[config.mk]
export PLATFORM = sky130hd
export DESIGN_NAME = dmc_decimation_mode_control
export DESIGN_NICKNAME = d
export VERILOG_FILES = /design/src/hw/dmc_pkg.sv /design/src/hw/dmc_decimation_mode_control.sv
export SDC_FILE = /design/constraint.sdc
export NUM_CORES = 1
export LEC_CHECK = 0
export BUFFER_PORTS_ARGS = -buffer_cell sky130_fd_sc_hd__buf_2
export CAP_MARGIN = 0
export CORE_ASPECT_RATIO = 1.4
export CORE_MARGIN = 4
export CORE_UTILIZATION = 51
export CTS_CLUSTER_DIAMETER = 30
export DETAILED_ROUTE_END_ITERATION = 10
export PLACE_DENSITY = 0.77
export SYNTH_ARGS = -nofsm -noshare
export SYNTH_HDL_FRONTEND = slang
export SYNTH_SLANG_ARGS = --single-unit
[constraint.sdc]
create_clock -name clk_i -period 2.5 [get_ports clk_i]
set_input_delay 0.5 -clock clk_i [delete_from_list [all_inputs] [get_ports clk_i]]
set_output_delay 0.5 -clock clk_i [all_outputs]
set_load 0.005 [all_outputs]
[src/hw/dmc_pkg.sv]
// constants, types and register map of the decimation mode control block
// Function
// - Two independent channel modes, A and B, each hold their own decimation rate and filter type in a register.
// - Each converter channel takes decimation and filter from the mode that the mode select register assigns it.
// - Bit 3 of a channel mode register picks the filter: 0 wideband, 1 sinc5.
// - Decimation codes 000 to 100 give 32, 64, 128, 256, 512 and codes 101 to 111 all give 1024.
// - In pin control mode the decimation comes from the two decimation select pins, not the mode registers.
// - First data-ready rise follows the sync reference edge by 1487 to 33231 clock periods for decimation 32 to 1024.
// - First settled data-ready rise follows the sync reference edge by 6607 to 197071 clock periods.
// - With both groups active, first data-ready follows the faster group and each group settles on its own rate.
package dmc_pkg;

  localparam logic [7:0] OFF_MODE_A   = 8'h01;
  localparam logic [7:0] OFF_MODE_B   = 8'h02;
  localparam logic [7:0] OFF_MODE_SEL = 8'h03;

  localparam int         FILTER_BIT   = 3;
  localparam int         DEC_MSB      = 2;
  localparam logic [7:0] MODE_MASK    = 8'h0F;
  localparam logic [7:0] MODE_RST     = 8'h00;
  localparam logic [7:0] SEL_RST      = 8'h00;

  localparam int         RATIO_W      = 11;
  localparam logic [RATIO_W-1:0] RATIO_BASE = 11'h020;
  localparam logic [2:0] DEC_IDX_MAX  = 3'h5;

  localparam int         CNT_W        = 18;
  localparam int unsigned CYC_PER_PERIOD = 1;
  localparam int unsigned FIRST_PERIODS  [6] = '{1487, 2511, 4559, 8655, 16847, 33231};
  localparam int unsigned SETTLE_PERIODS [6] = '{6607, 12751, 25039, 49615, 98767, 197071};
  localparam int unsigned FIRST_CYC  [6] = '{FIRST_PERIODS[0]*CYC_PER_PERIOD, FIRST_PERIODS[1]*CYC_PER_PERIOD,
                                             FIRST_PERIODS[2]*CYC_PER_PERIOD, FIRST_PERIODS[3]*CYC_PER_PERIOD,
                                             FIRST_PERIODS[4]*CYC_PER_PERIOD, FIRST_PERIODS[5]*CYC_PER_PERIOD};
  localparam int unsigned SETTLE_CYC [6] = '{SETTLE_PERIODS[0]*CYC_PER_PERIOD, SETTLE_PERIODS[1]*CYC_PER_PERIOD,
                                             SETTLE_PERIODS[2]*CYC_PER_PERIOD, SETTLE_PERIODS[3]*CYC_PER_PERIOD,
                                             SETTLE_PERIODS[4]*CYC_PER_PERIOD, SETTLE_PERIODS[5]*CYC_PER_PERIOD};

  typedef enum logic {
    DMC_FLT_WIDEBAND = 1'b0,
    DMC_FLT_SINC5    = 1'b1
  } dmc_filter_t;

  typedef enum logic {
    DMC_IDLE = 1'b0,
    DMC_RUN  = 1'b1
  } dmc_state_t;

  typedef struct packed {
    dmc_filter_t          filter;
    logic [RATIO_W-1:0]   ratio;
  } dmc_ch_cfg_t;

endpackage

[src/hw/dmc_decimation_mode_control.sv]
// decimation mode registers, per-channel mode mapping and sync-to-data-ready latency
module dmc_decimation_mode_control #(
  parameter int          NUM_CH         = 8,
  parameter int unsigned FIRST_DLY  [6] = dmc_pkg::FIRST_CYC,
  parameter int unsigned SETTLE_DLY [6] = dmc_pkg::SETTLE_CYC
) (
  input  wire logic                clk_i,
  input  wire logic                rstn_i,
  input  wire logic [7:0]          reg_addr_i,
  input  wire logic [7:0]          reg_wdata_i,
  input  wire logic                reg_wr_i,
  input  wire logic                reg_rd_i,
  output      logic [7:0]          reg_rdata_o,
  input  wire logic                pin_control_mode_i,
  input  wire logic                decimation_select_pin_low_i,
  input  wire logic                decimation_select_pin_high_i,
  input  wire logic                sync_i,
  output      dmc_pkg::dmc_ch_cfg_t ch_cfg_o [NUM_CH],
  output      logic                data_ready_strobe_o,
  output      logic                settled_a_o,
  output      logic                settled_b_o
);

  // code to table index: 101..111 all fold onto the 1024 entry
  function automatic logic [2:0] dec_idx(input logic [2:0] code);
    dec_idx = (code > dmc_pkg::DEC_IDX_MAX) ? dmc_pkg::DEC_IDX_MAX : code;
  endfunction

  function automatic logic [dmc_pkg::RATIO_W-1:0] dec_ratio(input logic [2:0] code);
    dec_ratio = dmc_pkg::RATIO_BASE << dec_idx(code);
  endfunction

  logic [7:0]            mode_a;
  logic [7:0]            mode_b;
  logic [7:0]            mode_sel;
  dmc_pkg::dmc_state_t   state;
  logic                  sync_q;
  logic [dmc_pkg::CNT_W-1:0] cnt;
  logic [dmc_pkg::CNT_W-1:0] first_tgt;
  logic [dmc_pkg::CNT_W-1:0] settle_a_tgt;
  logic [dmc_pkg::CNT_W-1:0] settle_b_tgt;
  logic                  act_a;
  logic                  act_b;

  // register access
  wire       wr_a   = reg_wr_i && (reg_addr_i == dmc_pkg::OFF_MODE_A);
  wire       wr_b   = reg_wr_i && (reg_addr_i == dmc_pkg::OFF_MODE_B);
  wire       wr_sel = reg_wr_i && (reg_addr_i == dmc_pkg::OFF_MODE_SEL);
  wire [7:0] wdata_mode = reg_wdata_i & dmc_pkg::MODE_MASK;
  wire [7:0] rd_mux =
    (reg_addr_i == dmc_pkg::OFF_MODE_A)   ? mode_a   :
    (reg_addr_i == dmc_pkg::OFF_MODE_B)   ? mode_b   :
    (reg_addr_i == dmc_pkg::OFF_MODE_SEL) ? mode_sel : 8'h00;

  // pin control overrides the decimation code of both modes
  wire [2:0] pin_code = {1'b0, decimation_select_pin_high_i, decimation_select_pin_low_i};
  wire [2:0] code_a   = pin_control_mode_i ? pin_code : mode_a[dmc_pkg::DEC_MSB:0];
  wire [2:0] code_b   = pin_control_mode_i ? pin_code : mode_b[dmc_pkg::DEC_MSB:0];

  // groups are active when at least one channel maps onto them
  wire [NUM_CH-1:0] sel_b    = mode_sel[NUM_CH-1:0];
  wire              use_a    = ~&sel_b;
  wire              use_b    = |sel_b;
  wire [2:0]        idx_a    = dec_idx(code_a);
  wire [2:0]        idx_b    = dec_idx(code_b);
  // first data-ready follows the faster active group
  wire [2:0]        idx_first = (use_a && (!use_b || idx_a <= idx_b)) ? idx_a : idx_b;
  wire              sync_rise = sync_i && !sync_q;
  wire [dmc_pkg::CNT_W-1:0] last_tgt = (settle_a_tgt > settle_b_tgt) ? settle_a_tgt : settle_b_tgt;

  always_ff @(posedge clk_i or negedge rstn_i)
  begin
    if (!rstn_i)
    begin
      mode_a      <= dmc_pkg::MODE_RST;
      mode_b      <= dmc_pkg::MODE_RST;
      mode_sel    <= dmc_pkg::SEL_RST;
      reg_rdata_o <= 8'h00;
    end
    else
    begin
      if (wr_a)
        mode_a <= wdata_mode;
      if (wr_b)
        mode_b <= wdata_mode;
      if (wr_sel)
        mode_sel <= reg_wdata_i;
      if (reg_rd_i)
        reg_rdata_o <= rd_mux;
    end
  end

  // per-channel configuration, registered so each output is a flop
  genvar gi;
  generate
    for (gi = 0; gi < NUM_CH; gi++)
    begin : g_ch
      wire [7:0] mode_reg = sel_b[gi] ? mode_b : mode_a;
      wire [2:0] code     = sel_b[gi] ? code_b : code_a;
      always_ff @(posedge clk_i or negedge rstn_i)
      begin
        if (!rstn_i)
          ch_cfg_o[gi] <= '{filter: dmc_pkg::DMC_FLT_WIDEBAND, ratio: dmc_pkg::RATIO_BASE};
        else
          ch_cfg_o[gi] <= '{filter: dmc_pkg::dmc_filter_t'(mode_reg[dmc_pkg::FILTER_BIT]),
                            ratio:  dec_ratio(code)};
      end
    end
  endgenerate

  // latency sequencer: targets latched on the sync reference edge so later writes do not disturb it
  always_ff @(posedge clk_i or negedge rstn_i)
  begin
    if (!rstn_i)
    begin
      state               <= dmc_pkg::DMC_IDLE;
      sync_q              <= 1'b0;
      cnt                 <= '0;
      first_tgt           <= '0;
      settle_a_tgt        <= '0;
      settle_b_tgt        <= '0;
      act_a               <= 1'b0;
      act_b               <= 1'b0;
      data_ready_strobe_o <= 1'b0;
      settled_a_o         <= 1'b0;
      settled_b_o         <= 1'b0;
    end
    else
    begin
      sync_q <= sync_i;
      case (state)
        dmc_pkg::DMC_IDLE:
        begin
          data_ready_strobe_o <= 1'b0;
          settled_a_o         <= 1'b0;
          settled_b_o         <= 1'b0;
          if (sync_rise)
          begin
            state        <= dmc_pkg::DMC_RUN;
            cnt          <= dmc_pkg::CNT_W'(1);
            first_tgt    <= dmc_pkg::CNT_W'(FIRST_DLY[idx_first]);
            settle_a_tgt <= dmc_pkg::CNT_W'(SETTLE_DLY[idx_a]);
            settle_b_tgt <= dmc_pkg::CNT_W'(SETTLE_DLY[idx_b]);
            act_a        <= use_a;
            act_b        <= use_b;
          end
        end
        dmc_pkg::DMC_RUN:
        begin
          // a new sync edge abandons the measurement and returns to idle
          if (sync_rise)
            state <= dmc_pkg::DMC_IDLE;
          else if (cnt >= last_tgt)
            state <= dmc_pkg::DMC_IDLE;
          cnt                 <= cnt + dmc_pkg::CNT_W'(1);
          data_ready_strobe_o <= (cnt == first_tgt);
          settled_a_o         <= act_a && (cnt == settle_a_tgt);
          settled_b_o         <= act_b && (cnt == settle_b_tgt);
        end
        default:
          state <= dmc_pkg::DMC_IDLE;
      endcase
    end
  end

  function automatic dmc_pkg::dmc_filter_t dmc_filter_from(input logic b);
    dmc_filter_from = b ? dmc_pkg::DMC_FLT_SINC5 : dmc_pkg::DMC_FLT_WIDEBAND;
  endfunction
endmodule

==> reports/qor.txt, run 1 <==
Vias - 5339
Startpoint Class - register
CP max-delay cell - dfrtp_1
Crit end category - register
Pin count of the biggest net entering global routing - 46
Core outline area - 13000 sq um
Final GP Congestion - 0.9110
WL final - 16430 um
Number of flops mapped to enable cells by yosys - 0
Async SR Flop Fraction - 100.0%
Longest Clk Path Bufs - 2
Synth top area share - 43.18%
Post-DP Area - 7467 sq um
Vias in the first global route - 5465
Tmin final - 2461 ps
Hpwl dp - 11960 um
Final setup fails - 0
Antenna violations before repair - 0
Area of the multi-input gates - 3267 sq um
Die width - 105.9 um
Commonest non-fill, non-tap cell in the layout - dfrtp_1
Hold-fix buffers, CTS - 0
DRC - 0
Pwr dens - 824.1 nW/um^2
CP required - 2830 ps
Post-synthesis sequential area ratio - 46.25%
Worst-Margin Slew - 689.6 ps
Fin area - 8207 sq um
Final Cycle Share - 98.43%
Final hold vios - 0
Setup repair after global routing missed its margin - true
Root Driver - clkbuf_16
Clock latency at the later pin of the worst-skew pair - 420 ps
Syn. warnings - 0
Port bufs - 90
CTS tree - done
Die ar. - 15350 sq um
Most common cell on crit path - ha_1
Post-route ant nets - 0
Max VDD drop - 0.4695 mV
Initial DRC Count - 340
Commonest non-fill, non-tap cells in the layout - 118 x dfrtp_1, 89 x buf_2, 59 x nand2_1
CTS sink count - 126
Avg Cell Area, Syn - 9.999 sq um
Final Worst Setup Slack - 39.37 ps
Crit Path Category - register to register
Total CTS buffers - 17
Skew final - 12.34 ps
Die Y-Extent - 145.0 um
Result of the run - complete, no violations
Place WS - -110.9 ps
Worst r2r path cells - 13
Initial core utilization - 52.62%
Pleak - 4.112 nW
CP cell instances - inv_1, ha_1, nand2_1, o21a_1, o21ai_2, o21ai_4, buf_4, mux2i_1, ha_1, a21o_1, a21oi_2, o211ai_1, a21oi_1
First-pass GRT wire length - 26380 um
Top FF cell, synth - dfrtp_1
Gr ovfl total - 0
Mapped Area - 6839 sq um
Htree depth - 4
Nets - 852
# IOs - 131
# rows - 49
Global Route Usage Sum - 21.38%
Worst-path clk slew - 60 ps
Worst hold-check path type - primary input to asynchronous set/reset pin
Mapped Cells - 684
WL/cell - 16.61 um
Sequential cell area - 3163 sq um
Synth-to-layout area growth - 20.00%
Vias per cell - 5.398
Crit-path max FO - 6
Hold Slack - 95.29 ps
Antenna cells - 0
Final core occ - 63.14%
Max Slew Vio Count - 0
Highest clock rate - 406.4 MHz
Fill cells - 1047
Data arrival, critical path - 2790 ps
Distinct cells, synth - 51
Largest cells by area after synthesis - dfrtp_1 43%, ha_1 5.3%, buf_4 4.4%
Max Cap Viol - 0
CP peak stage delay - 350 ps
Layout cells sized above 1 - 28.73%
Seq cells post-synth - 126
Max-slew headroom - 52.84%
DR pass1 iterations - 4
Yosys top cell by area - dfrtp_1
## power breakdown
group          total, W  switching [W]  internal, W
Combinational   0.00173       0.000884     0.000843
Clock           0.00257       0.000890      0.00168
Sequential      0.00246       0.000207      0.00225
## cell type report
class | count | area share (%)
multi-input combinational | 490 | 39.81
sequential | 126 | 38.54
timing repair buffer | 138 | 10.26
clock buffer | 20 | 5.443
tap | 178 | 2.714
clock inverter | 11 | 2.043
inverter | 26 | 1.189
## kinds of logic after synthesis
family / share of synthesized area [%]
flip-flops: 46.25
XOR/XNOR: 2.561
other: 0.05483
buffers and inverters: 9.294
AO/OA/AOI/OAI: 9.367
AND/OR/NAND/NOR: 17.38
adder cells (fa/ha/maj): 5.306
multiplexers: 9.788
## critical path: cells and delay by family, from the launching register on
family | cells | cell delay (ps)
compound gates | 7 | 1100
fa+ha+maj | 2 | 500
flops | 1 | 350
buf+inv | 2 | 220
mux | 1 | 130
simple gates | 1 | 80
## Yosys cell counts, types with 3 or more instances
cell and n:
a211oi_1 14, a21o_1 4, a21oi_1 19, a22oi_1 5, and2_1 4, and3_1 5, buf_4 40, buf_6 9
clkbuf_1 29, dfrtp_1 118, dfstp_2 8, ha_1 29, inv_1 26, mux2_2 23, mux2_4 8, mux2i_1 29
nand2_1 59, nand2b_1 8, nand3_1 22, nand4_1 14, nand4b_1 3, nor2_1 58, nor2b_1 30, nor3_1 16
nor4_1 4, o211ai_1 4, o21a_1 3, o21ai_0 29, o22ai_1 11, or2_2 9, xnor2_1 19
## final timing paths
path	endpoint	from	slack [ps]
setup / recovery	state$_DFF_PN0_	settle_b_tgt[13]$_DFFE_PN0P_	40
hold / removal	cnt[17]$_DFFE_PN0P_	rstn_i	100
setup reg to reg	state$_DFF_PN0_	settle_b_tgt[13]$_DFFE_PN0P_	40
hold reg to reg	act_a$_DFFE_PN0P_	act_a$_DFFE_PN0P_	500
max in group asynchronous	ch_cfg_o[53]$_DFF_PN1_	rstn_i	1710
min in group clk_i	sync_q$_DFF_PN0_	sync_i	210
## metrics by stage
stage / TNS (ps) / power (W) / instances
floorplan: 0 / 0.003442 / 723
global placement: 0 / 0.003830 / 951
detailed placement: -110.9 / 0.003908 / 951
CTS: 0 / 0.006601 / 985
global route: -55.50 / 0.007082 / 989
finish: 0 / 0.006763 / 989
## state kept, by name (all words and copies together), names as in the netlist, 4 cells and up
name	flops
cnt	18
mode_a	4
mode_b	4
reg_rdata_o	8
settle_a_tgt	8
first_tgt	6
ch_cfg_o	56
mode_sel	8
settle_b_tgt	7
## layer usage
metal | vias to the layer above | share of wire [%] | track usage [%]
met5 | - | 0 | 0
met2 | 199 | 54 | 38.28
li1 | 2513 | - | -
met4 | 0 | 3.6 | 11.28
met3 | 53 | 5.4 | 4.667
met1 | 2574 | 37 | 23.39
## timing repair
| item | in CTS | in global routing |
|---|---|---|
| setup endpoints to repair | 1 | 1 |
| resized for setup | 6 | 10 |
| cloned | 0 | 0 |
| pin swaps | 2 | 6 |
| setup buffers | 3 | 4 |
(Power assumes the default switching activity.)
==> inputs of run 2 (changes only) <==
Settings changed: CORE_UTILIZATION 51 to 55, PLACE_DENSITY 0.77 to 0.79.
Clock period 2.5 ns to 2.68 ns, I/O delays scaled along.
==> run 2 against run 1 <==
Register-to-register slack improved by 80 ps. Die area shrank 6.8%. Total power is 7.0% lower. Flip-flop and latch count stayed put. Worst hold slack improved by 14 ps. Critical endpoint unchanged. Largest cell class unchanged. Largest power group unchanged.
==> reports/qor.txt, run 2 (synthesis results as in run 1) <==
Die ar. - 14310 sq um (-6.8%)
Skew final - 5.904 ps (-6.438 ps)
Dpl cells - 904 (-4.9%)
Pin count of the biggest net entering global routing - 52 (+13%)
Crit-path max FO - 7 (+1)
Hold Slack - 109.2 ps (+13.87 ps)
Post-route ant nets - 0 (unchanged)
Crit. Startpoint - settle_b_tgt[12]$_DFFE_PN0P_
Data arrival, critical path - 2910 ps (+120 ps)
Max Slew Vio Count - 0 (unchanged)
Vias per cell - 5.715 (+5.9%)
Max-slew headroom - 24.29% (-29 points)
Flop-to-flop setup slack - 120 ps (+80 ps)
Clock latency at the later pin of the worst-skew pair - 420 ps (about the same)
Fin cells - 943 (-4.7%)
Initial DRC Count - 287 (-16%)
Worst-path clk slew - 60 ps (about the same)
WL final - 16640 um (+1.3%)
Die width - 102.2 um (-3.4%)
Root Driver - clkbuf_16
Worst reg2reg endpoint - state$_DFF_PN0_
Place WS - 92.33 ps (+203.3 ps)
Gr ovfl total - 0 (unchanged)
CTS sink count - 126 (unchanged)
Fill cells - 926 (-12%)
Antenna cells - 0 (unchanged)
Worst r2r path cells - 13 (unchanged)
Port bufs - 90 (unchanged)
Global Route Usage Sum - 24.20% (+2.8 points)
Pleak - 4.042 nW (-1.7%)
Layout cells sized above 1 - 26.51% (-2.2 points)
Crit end category - register
WL/cell - 17.65 um (+6.2%)
Synth-to-layout area growth - 17.22%
Max VDD drop - 0.4768 mV (+1.6%)
Commonest non-fill, non-tap cell in the layout - dfrtp_1
Initial core utilization - 57.01% (+4.4 points)
Die Y-Extent - 139.9 um (-3.5%)
Setup repair after global routing missed its margin - true
Final Cycle Share - 95.67% (-2.8 points)
Hpwl dp - 11760 um (-1.7%)
TNS Setup - 0 ps (unchanged)
# rows - 47 (-4.1%)
CTS tree - done
Htree depth - 4 (unchanged)
Final Worst Setup Slack - 116.0 ps (+76.61 ps)
Longest Clk Path Bufs - 2 (unchanged)
Top reg by flops - ch_cfg_o
Final GP Congestion - 0.8801 (-3.4%)
Core outline area - 12000 sq um (-7.7%)
Max Cap Viol - 0 (unchanged)
DR pass1 iterations - 5 (+1)
Startpoint Class - register
Worst hold-check path type - primary input to asynchronous set/reset pin
CP required - 3020 ps (+190 ps)
Total CTS buffers - 17 (unchanged)
Tmin final - 2564 ps (+103.4 ps)
Crit path capture - state$_DFF_PN0_
Final setup fails - 0 (unchanged)
Worst-Margin Slew - 1107 ps (+417.5 ps)
Vias in the first global route - 5579 (+2.1%)
Vias - 5389 (+0.94%)
Post-DP Area - 7284 sq um (-2.4%)
# IOs - 131 (unchanged)
First-pass GRT wire length - 27100 um (+2.7%)
FF-to-FF Start - settle_b_tgt[12]$_DFFE_PN0P_
Biggest regs - ch_cfg_o: 56 flops, cnt: 18 flops
Fin area - 8016 sq um (-2.3%)
Pwr dens - 784.3 nW/um^2 (-4.8%)
Result of the run - complete, no violations
DRC - 0 (unchanged)
Antenna violations before repair - 0 (unchanged)
Commonest non-fill, non-tap cells in the layout - 118 x dfrtp_1, 89 x buf_2, 59 x nand2_1
Nets - 836 (-1.9%)
Largest register FFs - 56 (unchanged)
Highest clock rate - 390.0 MHz (-4.0%)
Final hold vios - 0 (unchanged)
Crit Path Category - register to register
run 2: through the flow:
step	utilization [%]	power [W]
3_3_place_gp	60.72	0.003476
4_1_cts	66.37	0.006199
6_report	66.82	0.006287
2_1_floorplan	-	0.003198
5_1_grt	66.82	0.006594
3_5_place_dp	60.72	0.003536
run 2: report_power, final:
part / switching, W / leakage [nW] / internal (W)
clock network: 0.000903 / 0.323 / 0.00167
logic: 0.000723 / 2.05 / 0.000668
registers: 0.000226 / 1.67 / 0.00210
run 2: routing by layer:
layer,wire length [um],part of all wire (%),GRT usage [%]
met1,5955,36,25.87
met2,8886,53,41.56
met3,999,6.0,7.662
met4,798,4.8,13.20
met5,0,0,0
run 2: cell type report:
class	count	area, sq um	area share (%)
Clock buffer	17	425.4	5.307
Inverter	26	97.59	1.217
Timing Repair Buffer	122	705.7	8.803
Sequential cell	126	3163	39.46
Clock inverter	15	230.2	2.872
Multi-Input combinational cell	490	3211	40.05
Tap cell	147	183.9	2.294
run 2: timing repair:
item | 4_1_cts | 5_1_grt
pin swaps | 0 | 7
setup buffers | 3 | 4
setup endpoints to repair | 1 | 1
hold buffers | 0 | 0
endpoints found under the hold margin | 0 | 0
gates resized for setup | 0 | 6
run 2: critical path: stages (launching register included):
cell	delay, ps
dfrtp_1	410
inv_1	60
ha_1	290
a21oi_1	160
o21a_1	150
o21ai_1	60
o21ai_1	80
buf_4	180
mux2i_1	210
ha_1	270
a21o_1	180
a21oi_2	150
o211ai_1	110
a21oi_1	190
run 2: worst min-delay path by stage:
stage                                 start                      endpoint  slack [ps]
final                                rstn_i           cnt[16]$_DFFE_PN0P_         110
after global routing                 rstn_i           cnt[16]$_DFFE_PN0P_         150
after CTS                            rstn_i  settle_a_tgt[16]$_DFFE_PN0P_         120
after detailed placement  act_b$_DFFE_PN0P_             act_b$_DFFE_PN0P_         480
after global placement    act_b$_DFFE_PN0P_             act_b$_DFFE_PN0P_         490
after floorplan                      rstn_i             act_a$_DFFE_PN0P_         240
